[config.mk]
export PLATFORM = sky130hd
export DESIGN_NAME = jib_tap_core
export DESIGN_NICKNAME = d
export VERILOG_FILES = /design/src/logic/jib_sync.v /design/src/logic/jib_tap_core.v
export VERILOG_INCLUDE_DIRS = /design/src /design/src/logic
export SDC_FILE = /design/constraint.sdc
export NUM_CORES = 1
export LEC_CHECK = 0
export BUFFER_PORTS_ARGS = -buffer_cell sky130_fd_sc_hd__buf_2
export CAP_MARGIN = 10
export CORE_ASPECT_RATIO = 1.1
export CORE_UTILIZATION = 51
export CTS_CLUSTER_DIAMETER = 150
export DETAILED_ROUTE_END_ITERATION = 8
export GPL_ROUTABILITY_DRIVEN = 0
export PLACE_DENSITY_LB_ADDON = 0.12
export SLEW_MARGIN = 5
export SYNTH_ARGS = -nofsm -noshare
export SYNTH_HDL_FRONTEND = slang
export SYNTH_HIERARCHICAL = 1
export SYNTH_SLANG_ARGS = --single-unit
[constraint.sdc]
create_clock -name ref_clk -period 2.17 [get_ports ref_clk]
set_input_delay 0.217 -clock ref_clk [delete_from_list [all_inputs] [get_ports ref_clk]]
set_output_delay 0.217 -clock ref_clk [all_outputs]
set_load 0.005 [all_outputs]
[src/logic/jib_regs.vh]
// Constants for the board-test identity register and boundary scan chain
`ifndef JIB_REGS_VH
`define JIB_REGS_VH
`define JIB_ID_LEN 32
`define JIB_ID_VER_MSB 31
`define JIB_ID_VER_LSB 28
`define JIB_ID_PART_MSB 27
`define JIB_ID_PART_LSB 22
`define JIB_ID_SEQ_MSB 21
`define JIB_ID_SEQ_LSB 12
`define JIB_ID_MFR_MSB 11
`define JIB_ID_MFR_LSB 1
`define JIB_ID_MARK 1'h1
`define JIB_IR_LEN 4
`define JIB_OP_EXTEST 4'h0
`define JIB_OP_SAMPLE 4'h1
`define JIB_OP_IDENT 4'h2
`define JIB_OP_BYPASS 4'hF
`define JIB_IR_CAPTURE 4'h1
`define JIB_CHAIN_LEN 130
`define JIB_POS_SAB_CTRL 0
`define JIB_POS_SAB_DATA 1
`define JIB_POS_IRQ_BASE 2
`define JIB_POS_DHI_CTRL 15
`define JIB_POS_DLO_CTRL 28
`define JIB_POS_AHI_CTRL 35
`define JIB_POS_ALO_CTRL 45
`define JIB_POS_BUS_GRANT 52
`define JIB_POS_REST 53
`define JIB_REST_LEN 77
`endif

[src/logic/jib_sync.v]
// Two-stage synchroniser for signals entering the ref_clk domain
`timescale 1ns/100ps
module jib_sync #(
    parameter W = 1
) (
    input wire ref_clk,
    input wire rst,
    input wire [W-1:0] din,
    output reg [W-1:0] dout
);
    reg [W-1:0] stage1_r;

    always @(posedge ref_clk) begin
        if (rst) begin
            stage1_r <= {W{1'b0}};
            dout <= {W{1'b0}};
        end else begin
            stage1_r <= din;
            dout <= stage1_r;
        end
    end
endmodule

[src/logic/jib_tap_core.v]
// Test access port with identity register and boundary scan chain
`timescale 1ns/100ps
`include "jib_regs.vh"

module jib_tap_core #(
    // Identity field defaults are arbitrary values
    parameter [3:0] ID_VERSION = 4'h3,
    parameter [5:0] ID_PART = 6'h15,
    parameter [9:0] ID_SEQUENCE = 10'h2C6,
    parameter [10:0] ID_MAKER = 11'h4A9
) (
    input wire ref_clk,
    input wire rst,
    input wire tck,
    input wire tms,
    input wire tdi,
    input wire trstN,
    output reg tdo,
    output reg tdoOe,
    input wire [3:0] extInterrupt,
    input wire busGrantIn,
    input wire serialAudioBLineFourIn,
    output wire serialAudioBLineFourOut,
    output wire serialAudioBLineFourOe,
    input wire [23:0] dataBusIn,
    output wire [23:0] dataBusOut,
    output wire [23:0] dataBusOe,
    output wire [17:0] addrOut,
    output wire [17:0] addrOe,
    input wire [`JIB_REST_LEN-1:0] otherCellIn,
    output wire [`JIB_REST_LEN-1:0] otherCellOut,
    output reg boundaryDrive
);
    localparam N = `JIB_CHAIN_LEN;
    localparam [15:0] S_RESET = 16'h0001;
    localparam [15:0] S_IDLE = 16'h0002;
    localparam [15:0] S_SELDR = 16'h0004;
    localparam [15:0] S_CAPDR = 16'h0008;
    localparam [15:0] S_SHDR = 16'h0010;
    localparam [15:0] S_EX1DR = 16'h0020;
    localparam [15:0] S_PAUDR = 16'h0040;
    localparam [15:0] S_EX2DR = 16'h0080;
    localparam [15:0] S_UPDDR = 16'h0100;
    localparam [15:0] S_SELIR = 16'h0200;
    localparam [15:0] S_CAPIR = 16'h0400;
    localparam [15:0] S_SHIR = 16'h0800;
    localparam [15:0] S_EX1IR = 16'h1000;
    localparam [15:0] S_PAUIR = 16'h2000;
    localparam [15:0] S_EX2IR = 16'h4000;
    localparam [15:0] S_UPDIR = 16'h8000;

    // Fixed identity word; bit 0 is always one
    wire [`JIB_ID_LEN-1:0] idWord = {ID_VERSION, ID_PART, ID_SEQUENCE, ID_MAKER,
        `JIB_ID_MARK};

    // Chain position of each data-bus and address line
    function integer dataPos;
        input integer i;
        begin
            if (i >= 15)
                dataPos = 6 + (23 - i);
            else if (i >= 13)
                dataPos = 16 + (14 - i);
            else if (i >= 3)
                dataPos = 18 + (12 - i);
            else
                dataPos = 29 + (2 - i);
        end
    endfunction

    function integer addrPos;
        input integer i;
        begin
            if (i >= 15)
                addrPos = 32 + (17 - i);
            else if (i >= 6)
                addrPos = 36 + (14 - i);
            else
                addrPos = 46 + (5 - i);
        end
    endfunction

    wire [3:0] tapSync;
    wire [106:0] pinSync;
    jib_sync #(.W(4)) uTapSync (
        .ref_clk(ref_clk),
        .rst(rst),
        .din({tck, tms, tdi, trstN}),
        .dout(tapSync)
    );
    jib_sync #(.W(107)) uPinSync (
        .ref_clk(ref_clk),
        .rst(rst),
        .din({otherCellIn, dataBusIn, serialAudioBLineFourIn, busGrantIn, extInterrupt}),
        .dout(pinSync)
    );
    wire tckS = tapSync[3];
    wire tmsS = tapSync[2];
    wire tdiS = tapSync[1];
    wire trstS = ~tapSync[0];

    reg tckPrev_r;
    reg [15:0] state_r;
    reg [15:0] state_nxt;
    reg [`JIB_IR_LEN-1:0] irShift_r;
    reg [`JIB_IR_LEN-1:0] instr_r;
    reg [N-1:0] boundaryScanChain_r;
    reg [N-1:0] boundaryScanChain_nxt;
    reg [N-1:0] update_r;
    wire [N-1:0] capture;
    wire tckRise = tckS & ~tckPrev_r;
    wire tckFall = ~tckS & tckPrev_r;
    wire selId = (instr_r == `JIB_OP_IDENT);
    wire selChain = (instr_r == `JIB_OP_EXTEST) || (instr_r == `JIB_OP_SAMPLE);

    // Capture vector: pin data for input and bidirectional cells, held value elsewhere
    genvar g;
    generate
        for (g = 0; g < 24; g = g + 1) begin : gData
            assign capture[dataPos(g)] = pinSync[6 + g];
            assign dataBusOut[g] = update_r[dataPos(g)];
            assign dataBusOe[g] = (g >= 13) ? update_r[`JIB_POS_DHI_CTRL] :
                update_r[`JIB_POS_DLO_CTRL];
        end
        for (g = 0; g < 18; g = g + 1) begin : gAddr
            assign capture[addrPos(g)] = update_r[addrPos(g)];
            assign addrOut[g] = update_r[addrPos(g)];
            assign addrOe[g] = (g >= 9) ? update_r[`JIB_POS_AHI_CTRL] :
                update_r[`JIB_POS_ALO_CTRL];
        end
        for (g = 0; g < 4; g = g + 1) begin : gIrq
            assign capture[`JIB_POS_IRQ_BASE + g] = pinSync[g];
        end
        for (g = 0; g < `JIB_REST_LEN; g = g + 1) begin : gRest
            assign capture[`JIB_POS_REST + g] = pinSync[30 + g];
            assign otherCellOut[g] = update_r[`JIB_POS_REST + g];
        end
    endgenerate

    assign capture[`JIB_POS_SAB_CTRL] = update_r[`JIB_POS_SAB_CTRL];
    assign capture[`JIB_POS_SAB_DATA] = pinSync[5];
    assign capture[`JIB_POS_DHI_CTRL] = update_r[`JIB_POS_DHI_CTRL];
    assign capture[`JIB_POS_DLO_CTRL] = update_r[`JIB_POS_DLO_CTRL];
    assign capture[`JIB_POS_AHI_CTRL] = update_r[`JIB_POS_AHI_CTRL];
    assign capture[`JIB_POS_ALO_CTRL] = update_r[`JIB_POS_ALO_CTRL];
    assign capture[`JIB_POS_BUS_GRANT] = pinSync[4];

    assign serialAudioBLineFourOut = update_r[`JIB_POS_SAB_DATA];
    assign serialAudioBLineFourOe = update_r[`JIB_POS_SAB_CTRL];

    // TAP controller next state
    always @* begin
        case (state_r)
            S_RESET: state_nxt = tmsS ? S_RESET : S_IDLE;
            S_IDLE: state_nxt = tmsS ? S_SELDR : S_IDLE;
            S_SELDR: state_nxt = tmsS ? S_SELIR : S_CAPDR;
            S_CAPDR: state_nxt = tmsS ? S_EX1DR : S_SHDR;
            S_SHDR: state_nxt = tmsS ? S_EX1DR : S_SHDR;
            S_EX1DR: state_nxt = tmsS ? S_UPDDR : S_PAUDR;
            S_PAUDR: state_nxt = tmsS ? S_EX2DR : S_PAUDR;
            S_EX2DR: state_nxt = tmsS ? S_UPDDR : S_SHDR;
            S_UPDDR: state_nxt = tmsS ? S_SELDR : S_IDLE;
            S_SELIR: state_nxt = tmsS ? S_RESET : S_CAPIR;
            S_CAPIR: state_nxt = tmsS ? S_EX1IR : S_SHIR;
            S_SHIR: state_nxt = tmsS ? S_EX1IR : S_SHIR;
            S_EX1IR: state_nxt = tmsS ? S_UPDIR : S_PAUIR;
            S_PAUIR: state_nxt = tmsS ? S_EX2IR : S_PAUIR;
            S_EX2IR: state_nxt = tmsS ? S_UPDIR : S_SHIR;
            S_UPDIR: state_nxt = tmsS ? S_SELDR : S_IDLE;
            default: state_nxt = S_RESET;
        endcase
    end

    // Data path capture and shift; the identity register only ever loads the fixed word
    always @* begin
        boundaryScanChain_nxt = boundaryScanChain_r;
        if (state_r == S_CAPDR) begin
            if (selId)
                boundaryScanChain_nxt[`JIB_ID_LEN-1:0] = idWord;
            else if (selChain)
                boundaryScanChain_nxt = capture;
            else
                boundaryScanChain_nxt[0] = 1'b0;
        end else if (state_r == S_SHDR) begin
            if (selId)
                boundaryScanChain_nxt[`JIB_ID_LEN-1:0] =
                    {tdiS, boundaryScanChain_r[`JIB_ID_LEN-1:1]};
            else if (selChain)
                boundaryScanChain_nxt = {tdiS, boundaryScanChain_r[N-1:1]};
            else
                boundaryScanChain_nxt[0] = tdiS;
        end
    end

    always @(posedge ref_clk) begin
        if (rst) begin
            tckPrev_r <= 1'b0;
            state_r <= S_RESET;
            irShift_r <= `JIB_IR_CAPTURE;
            instr_r <= `JIB_OP_IDENT;
            boundaryScanChain_r <= {N{1'b0}};
            update_r <= {N{1'b0}};
            tdo <= 1'b0;
            tdoOe <= 1'b0;
            boundaryDrive <= 1'b0;
        end else begin
            tckPrev_r <= tckS;
            boundaryDrive <= (instr_r == `JIB_OP_EXTEST);
            if (trstS) begin
                state_r <= S_RESET;
                instr_r <= `JIB_OP_IDENT;
                tdoOe <= 1'b0;
            end else if (tckRise) begin
                state_r <= state_nxt;
                boundaryScanChain_r <= boundaryScanChain_nxt;
                if (state_r == S_RESET)
                    instr_r <= `JIB_OP_IDENT;
                if (state_r == S_CAPIR)
                    irShift_r <= `JIB_IR_CAPTURE;
                if (state_r == S_SHIR)
                    irShift_r <= {tdiS, irShift_r[`JIB_IR_LEN-1:1]};
                if (state_r == S_UPDIR)
                    instr_r <= irShift_r;
                if (state_r == S_UPDDR && selChain)
                    update_r <= boundaryScanChain_r;
            end else if (tckFall) begin
                // Output changes on the falling test clock edge, LSB first
                tdoOe <= (state_r == S_SHDR) || (state_r == S_SHIR);
                tdo <= (state_r == S_SHIR) ? irShift_r[0] : boundaryScanChain_r[0];
            end
        end
    end
endmodule

* After elaboration in Yosys (flattened, before gate mapping)
Index checks and enable logic that the tools add are counted.
** Operators by class
- Mux-type cells :: 28
- Eq/ne operators :: 24
- Bitwise operators :: 6
- Reductions and logical operators :: 19
** Operators with widths (count)
- $mux W130 :: 2
- $mux W129 :: 2
- $mux W98 :: 2
- $pmux W16 S12 :: 1
- $mux W32 :: 2
- $mux W16 :: 2
- $mux W9 :: 2
- $eq A16 B1 Y1 const B :: 1
- $eq A16 B10 Y1 const B :: 1
- $eq A16 B11 Y1 const B :: 1
- $eq A16 B12 Y1 const B :: 1
- $eq A16 B13 Y1 const B :: 1
- $eq A16 B14 Y1 const B :: 1
- $eq A16 B15 Y1 const B :: 1
- $eq A16 B16 Y1 const B :: 1
- $eq A16 B2 Y1 const B :: 1
- $eq A16 B3 Y1 const B :: 1
- $eq A16 B4 Y1 const B :: 1
- $eq A16 B5 Y1 const B :: 1
- $eq A16 B6 Y1 const B :: 1
- $eq A16 B7 Y1 const B :: 1
- $eq A16 B8 Y1 const B :: 1
- $eq A16 B9 Y1 const B :: 1
- $mux W4 :: 4
- 25 further kinds :: 44
** Word-level totals
- Output and inout port bits :: 166
- Logic and storage cells :: 92
- Register bits :: 510
- Input port bits :: 113

* Logic depth before layout (Yosys ltp)
Gate-level depths: netlist of the first run.
- Depth after elaboration :: 6
- Mapped depth :: 9

* By module
The synthesis of the first run kept the hierarchy.
** Modules (own cells, without submodules)
- jib_tap_core :: cells an instance 1409, instances 1, seq. area each 5665.4 um^2, area an instance 11999.0 um^2
- jib_sync (uPinSync) :: cells an instance 451, instances 1, seq. area each 4284.1 um^2, area an instance 5731.7 um^2
- jib_sync (uTapSync) :: cells an instance 16, instances 1, seq. area each 160.2 um^2, area an instance 210.2 um^2

* Least setup slack after synthesis of the first run
Ideal clock, no wire load.
- Path kind :: reg-to-reg
- Start :: reg state_r[4]
- End :: reg update_r[100]
- Required time :: 2.038 ns
- Arrival :: 1.983 ns
- Library setup time :: 0.132 ns
- Slack :: 0.055 ns
- Cell stages (with the launch flop) :: 10
- Cells stage by stage :: dfxtp_1 > buf_2 > nor4_4 > nand4_1 > or3_1 > clkbuf_1 > buf_2 > buf_2 > nand2_1 > a21oi_1
** On the way
- Cells in the longest elaborated chain, start to end :: 3
** RTL lines
- from (decl) :: line jib_tap_core.v:103 : reg [15:0] state_r;
- from (signal assigned) :: line jib_tap_core.v:214 : state_r <= state_nxt;
- $eq A16 B9 Y1 :: line jib_tap_core.v:224 : if (state_r == S_UPDDR && selChain)
- $logic_and A1 B1 Y1 :: line jib_tap_core.v:224
- $reduce_and A3 Y1 (no source line)
- to (signal assigned) :: line jib_tap_core.v:202 : update_r <= {N{1'b0}};
- to (signal assigned) :: line jib_tap_core.v:225 : update_r <= boundaryScanChain_r;
- to (decl) :: line jib_tap_core.v:109 : reg [N-1:0] update_r;
No other way between the ends.
A chain may end at the register's enable or synchronous reset.

* Worst setup path in the final report of the first run
- Start :: reg state_r[11]
- End :: reg boundaryScanChain_r[13]
** On the way
- Cells in the longest elaborated chain, start to end :: 3
- Elaborated cells between the ends (all ways) :: 7
- Classes of those cells :: eq/ne: 4; mux: 1; reduce/logical: 2
** RTL lines
- $eq A16 B5 Y1 / $eq A16 B4 Y1 (equally long branches) :: line jib_tap_core.v:184, jib_tap_core.v:177
- $ne A3 B3 Y1 (no source line) / $reduce_bool A2 Y1 (equally long branches)
- $reduce_and A5 Y1 (no source line)
- to (signal assigned) :: line jib_tap_core.v:201 : boundaryScanChain_r <= {N{1'b0}};
- to (signal assigned) :: line jib_tap_core.v:215 : boundaryScanChain_r <= boundaryScanChain_nxt;
- to (decl) :: line jib_tap_core.v:107 : reg [N-1:0] boundaryScanChain_r;
Parallel ways exist; a longest one is shown, timed or not.

==> results_dict.tcl, run 1 <==
set metrics [dict create \
    worstPathRequired_ns 2.58 \
    cts_made_buffers 50 \
    slew_violations 0 \
    setup_viol 0 \
    postPlaceCellArea_mm2 0.0198 \
    seq_area_frac_synth_pct 56.3 \
    cts_sinks 505 \
    hold_viol_final 0 \
    timing.slew.headroom_pct 68.2 \
    clock.fmax_ghz 0.479 \
    cp_top_family "simple AND/OR/NAND/NOR gates" \
    core_area_mm2 0.0344 \
    synth-xor-area-share_pct 0.488 \
    area_growth_syn_to_layout_pct 28.7 \
    antenna_left 0 \
    grt_max_degree 96 \
    drc 0 \
    maxCapViolations 0 \
    cts_buffer_depth 3 \
    topRoutingLayerUsed "met5" \
    path_cells "nor4_4 > buf_4 > buf_6 > nand4_1 > buf_6 > buf_12 > or3_1 > o211ai_1 > a21oi_1" \
    layout.nets 2335 \
    ys_top_cells_by_area "dfxtp_1, nor2b_1, nand2_1" \
    crit_arrival_ns 2.50 \
    yosys.area.top_type_share_pct 56.3 \
    via_count 13900 \
    avgSynthCellArea_um2 9.56 \
    drt_pass1_iterations 6 \
    status "finished clean" \
    die_area_mm2 0.0359 \
    fp-row-count 71 \
    critPathCaptureType "flop" \
    vias_per_cell 5.15 \
    synthesis.area_mm2 0.0179 \
    synth_top_area_cell "dfxtp_1" \
    synth_top_family_by_area "simple AND/OR/NAND/NOR gates" \
    nFillCells 2748 \
    h-tree-depth 2 \
    track_usage_pct 22.3 \
    yosys_most_used_dff "dfxtp_1" \
    met2WireLength_um 20100 \
    vdd_drop_max_mv 0.624 \
    drt-total-wl_um 42100 \
    synth-simple-area-share_pct 21.1 \
    critical_path_class "reg2reg" \
    synth-seq-cells 505 \
    final_util_pct 67.2 \
    io_pins 279 \
    layout_common_cells "dfxtp_1, nand2_1, buf_2, nor2b_1, a21oi_1" \
    worstMarginPinSlew_ns 0.477 \
    syn-num-nets 1989 \
    period_minus_slack_ns 2.09 \
    port_buffers 278 \
    synth_cells 1876 \
    slowest_stage "dfxtp_4" \
    clockRootBuffer "clkbuf_16" \
    layout-drive-gt1-share_pct 21.3 \
    final_common_cell "dfxtp_1" \
    initial_utilization_pct 52.2 \
    clkSlewWorstSetupHoldPaths_ns 0.06 \
    wl_met3_um 1930 \
    hold_path.class "in2reg" \
    globalRouteOverflowTotal 0 \
    initialDrtViolationCount 637 \
    m1WireLength_um 18600 \
    power_density_mw_per_mm2 826 \
    synthDistinctLibCells 46 \
    hold_ws_ns 0.0204 \
    route.detailed.wl_per_inst_um 15.6 \
    cts_tree "done" \
    fin_crit_sh_pct 96.3 \
    cp_common_cell "buf_6" \
    ys_warn_count 6 \
    startpoint_type "flop" \
    yosys-mux-area-fraction_pct 5.63 \
    finClkSkew_ns 0.0229 \
    final_area_mm2 0.0231 \
    grt_pass1_wl_um 65600 \
    dieWidth_um 181 \
    cp_slowest_stage_delay_ns 0.37 \
    async_flop_share_pct 0 \
    crit_buf_inv 4 \
    rsz0062_at_grt "true" \
    clock_latency_ns 0.57 \
    synth_compound_area_share_pct 11.1 \
    power_mw 19.1 \
    grt_pass1_vias 13000 \
    synth_edf_count 0 \
    antenna_found_initial 5 \
    synth-adder-area-share_pct 0 \
    p_leak_nw 8.86 \
    post-dp-hpwl_um 25600 \
    fp.dieH_um 199 \
    cp_max_fo 25 \
]
-- synth_stat cells (all sizes together) (2+ instances only) --
master and number:
o21bai 2, nor3b 16, o22ai 2, a22oi 6, dfxtp 505, nand3b 2
xnor2 6, nor2b 226, nand2b 7, or2 2, mux2i 101, nor4b 4
nand3 13, nor2 135, nor3 18, or3 19, nand2 286, clkbuf 70
nand4 5, xor2 4, o21ai 5, a211oi 114, or4 9, a21oi 172
buf 112, nor4 8, o211ai 15
-- worst reg2reg max path, cell delays in order (launching register included) --
cell and delay [ns]:
dfxtp_4 0.37, nor4_4 0.26, buf_4 0.18, buf_6 0.12
nand4_1 0.09, buf_6 0.17, buf_12 0.16, or3_1 0.37
o211ai_1 0.11, a21oi_1 0.11
-- where the power goes --
group	switching [mW]	internal, mW	total (mW)
Combinational	0.264	0.339	0.603
Clock	3.51	5.45	8.95
Sequential	0.0491	9.46	9.51
Total	3.82	15.2	19.1
-- final timing paths --
check | slack, ns | from | depth (start not counted) | to
max | 0.08 | state_r[11]$_SDFFE_PP0P_ | 9 | boundaryScanChain_r[13]$_SDFFE_PP0P_
min | 0.02 | rst | 2 | uPinSync/stage1_r[97]$_SDFF_PP0_
max reg2reg | 0.08 | state_r[11]$_SDFFE_PP0P_ | 9 | boundaryScanChain_r[13]$_SDFFE_PP0P_
min reg2reg | 0.43 | uPinSync/stage1_r[53]$_SDFF_PP0_ | 1 | uPinSync/dout[53]$_SDFF_PP0_
-- cells by family (layout without fill, tap and decap cells) --
family / count (synthesis) / in the layout
flops: 505 / 505
other cells: 0 / 4
simple gates: 754 / 754
buf+inv: 183 / 567
xor+xnor: 10 / 10
compound gates: 323 / 323
mux: 101 / 101
-- layout make-up --
cell class              count  area, µm²  area share [%]
flip-flops and latches    505      10100            43.8
multi-input cells        1188       6990            30.2
repair buffers            476       3690            16.0
clock buffers              67       1470            6.36
well taps                 438        548            2.37
clock inverters            23        272            1.18
diodes                      4       10.0          0.0433
inverters                   1       3.75          0.0163
-- flip-flops by register name (all words and copies together), names as in the netlist --
signal and cells:
uPinSync/stage1_r 107, boundaryScanChain_r 130, uPinSync/dout 107, update_r 125, instr_r 4, tckPrev_r 1, uTapSync/stage1_r 4, tdo 1
irShift_r 4, boundaryDrive 1, state_r 16, uTapSync/dout 4, tdoOe 1
-- through the flow --
stage	setup WS, ns	instances	TNS (ns)
floorplan	0.0552	1876	0
global placement	-0.0788	2481	-3.92
detailed placement	-0.149	2481	-7.65
CTS	0.00947	2688	0
global route	-0.0272	2702	-0.112
finish	0.0811	2702	0
-- layer usage --
metal / vias up / track usage (%)
met4: 2 / 9.69
li1: 6944 / -
met5: - / 0
met3: 94 / 3.77
met2: 379 / 37.3
met1: 6484 / 28.4
-- what timing repair did --
item,in CTS,in global routing
buffers inserted,5,4
pin swaps,4,2
cloned,1,6
endpoints found under the hold margin,111,0
hold buffers,111,0
setup endpoints to repair,102,248
gates resized for setup,3,32
Power figures use the tool's default switching activity.
==> run 2: changes to the inputs <==
clock period = 1.8 ns   (was 2.17 ns; I/O delays follow)
==> run 2 against run 1 <==
  * The run now ends with setup timing left
  * Setup slack got worse by 0.49 ns
  * Sequential share of layout area shrank 3.8 points
  * Sequential power up 21%
==> results_dict.tcl, run 2 (synthesis results as in run 1) <==
set metrics [dict create \
    core_area_mm2 0.0344 \
    grt_pass1_vias 13600 \
    fin_crit_sh_pct 123 \
    vias_per_cell 5.27 \
    fp.dieH_um 199 \
    io_pins 279 \
    post-dp-hpwl_um 26300 \
    cts_sinks 505 \
    via_count 14800 \
    initialDrtViolationCount 1002 \
    fp-row-count 71 \
    largest_register_ff_count 130 \
    clock.fmax_ghz 0.452 \
    power_density_mw_per_mm2 927 \
    critPathCaptureType "flop" \
    p_leak_nw 10.0 \
    fin_ws_ns -0.412 \
    route.detailed.wl_per_inst_um 17.8 \
    slowest_stage "dfxtp_4" \
    top_register "boundaryScanChain_r" \
    antenna_left 0 \
    globalRouteOverflowTotal 0 \
    clockRootBuffer "clkbuf_16" \
    drt_pass1_iterations 4 \
    failed_checks "setup timing" \
    hold_viol_final 0 \
    startpoint_type "flop" \
    dieWidth_um 181 \
    drc 0 \
    reg_top3 "boundaryScanChain_r: 130 flops, update_r: 125 flops" \
    layout_common_cells "dfxtp_1, nand2_1, buf_2, nor2b_1, a21oi_1" \
    die_area_mm2 0.0359 \
    cts_made_buffers 50 \
    cts_tree "done" \
    timing.slew.headroom_pct 65.9 \
    layout.nets 2448 \
    worstMarginPinSlew_ns 0.511 \
    clkSlewWorstSetupHoldPaths_ns 0.06 \
    fin_tns_setup_ns -57.94 \
    port_buffers 278 \
    path_cells "nor4_4 > buf_4 > nand4_1 > buf_4 > nor3_4 > buf_4 > clkbuf_16 > buf_12 > nand2_1 > a21oi_1" \
    rsz0062_at_grt "true" \
    nFillCells 2370 \
    finClkSkew_ns 0.0121 \
    clock_latency_ns 0.57 \
    drt-total-wl_um 50000 \
    h-tree-depth 2 \
    worstPathRequired_ns 2.29 \
    final_common_cell "dfxtp_1" \
    grt_pass1_wl_um 69400 \
    layout-drive-gt1-share_pct 29.7 \
    track_usage_pct 23.7 \
    period_minus_slack_ns 2.21 \
    slew_violations 0 \
    cp_max_fo 11 \
    power_mw 23.5 \
    area_growth_syn_to_layout_pct 41.4 \
    initial_utilization_pct 52.2 \
    crit_arrival_ns 2.70 \
    status "finished, violations left" \
    vdd_drop_max_mv 0.797 \
    antenna_found_initial 3 \
    maxCapViolations 0 \
    cts_buffer_depth 3 \
    grt_max_degree 85 \
    setup_viol 273 \
    critical_path_class "reg2reg" \
    cp_common_cell "buf_4" \
    cp_slowest_stage_delay_ns 0.35 \
    hold_path.class "in2reg" \
]
## run 2: critical path: cells and delay by family, from the launching register on
family	cells	cell delay, ns
compound gates	1	0.19
buf+inv	5	0.87
flops	1	0.35
simple gates	4	0.71
## run 2: final timing paths
| check | start | to | slack [ns] | cells past startpoint |
|---|---|---|---|---|
| worst min register to register | uPinSync/stage1_r[84]$_SDFF_PP0_ | uPinSync/dout[84]$_SDFF_PP0_ | 0.43 | 1 |
| worst min-delay path | otherCellIn[25] | uPinSync/stage1_r[55]$_SDFF_PP0_ | 0.35 | 3 |
| worst max register to register | state_r[7]$_SDFFE_PP0P_ | update_r[20]$_SDFFE_PP0P_ | -0.41 | 10 |
| worst max-delay path | state_r[7]$_SDFFE_PP0P_ | update_r[20]$_SDFFE_PP0P_ | -0.41 | 10 |
## run 2: layout make-up
class                   instances  area [µm²]  area share, %
well taps                     438         548           2.16
repair buffers                589        5290           20.9
flip-flops and latches        505       10100           40.0
multi-input cells            1188        7570           29.9
inverters                       1        3.75         0.0148
diodes                          2        5.00         0.0197
clock buffers                  72        1520           5.97
clock inverters                17         289           1.14
## run 2: per-layer routing
layer | up-vias | track usage [%] | routed length, µm
li1 | 7191 | - | -
met1 | 7067 | 29.2 | 21000
met2 | 453 | 41.6 | 24600
met3 | 118 | 4.01 | 2400
met4 | 4 | 8.74 | 1950
met5 | - | 0 | 19
## run 2: power breakdown
group,leakage [nW],internal (mW),total [mW],switching [mW]
logic,4.99,0.436,0.781,0.345
registers,4.12,11.4,11.5,0.0657
clock network,0.898,6.96,11.3,4.31
total,10.0,18.8,23.5,4.72
## run 2: what timing repair did
action / 4_1_cts / 5_1_grt
endpoints found under the setup margin: 270 / 278
cloned: 7 / 39
setup buffers: 9 / 28
hold buffers: 114 / 0
pin swaps: 28 / 106
resized for setup: 31 / 176
hold endpoints to repair: 130 / 0
## run 2: stage by stage
step	hold slack, ns	util (%)	instances	instance area [µm²]	setup slack, ns
3_5_place_dp	0.392	58.9	2525	20200	-0.255
3_3_place_gp	0.386	58.9	2525	20200	-0.203
2_1_floorplan	0.252	-	1876	18200	-0.259
6_report	0.355	73.8	2812	25400	-0.412
4_1_cts	0.332	68.5	2744	23600	-0.205
5_1_grt	0.353	73.8	2811	25400	-0.492
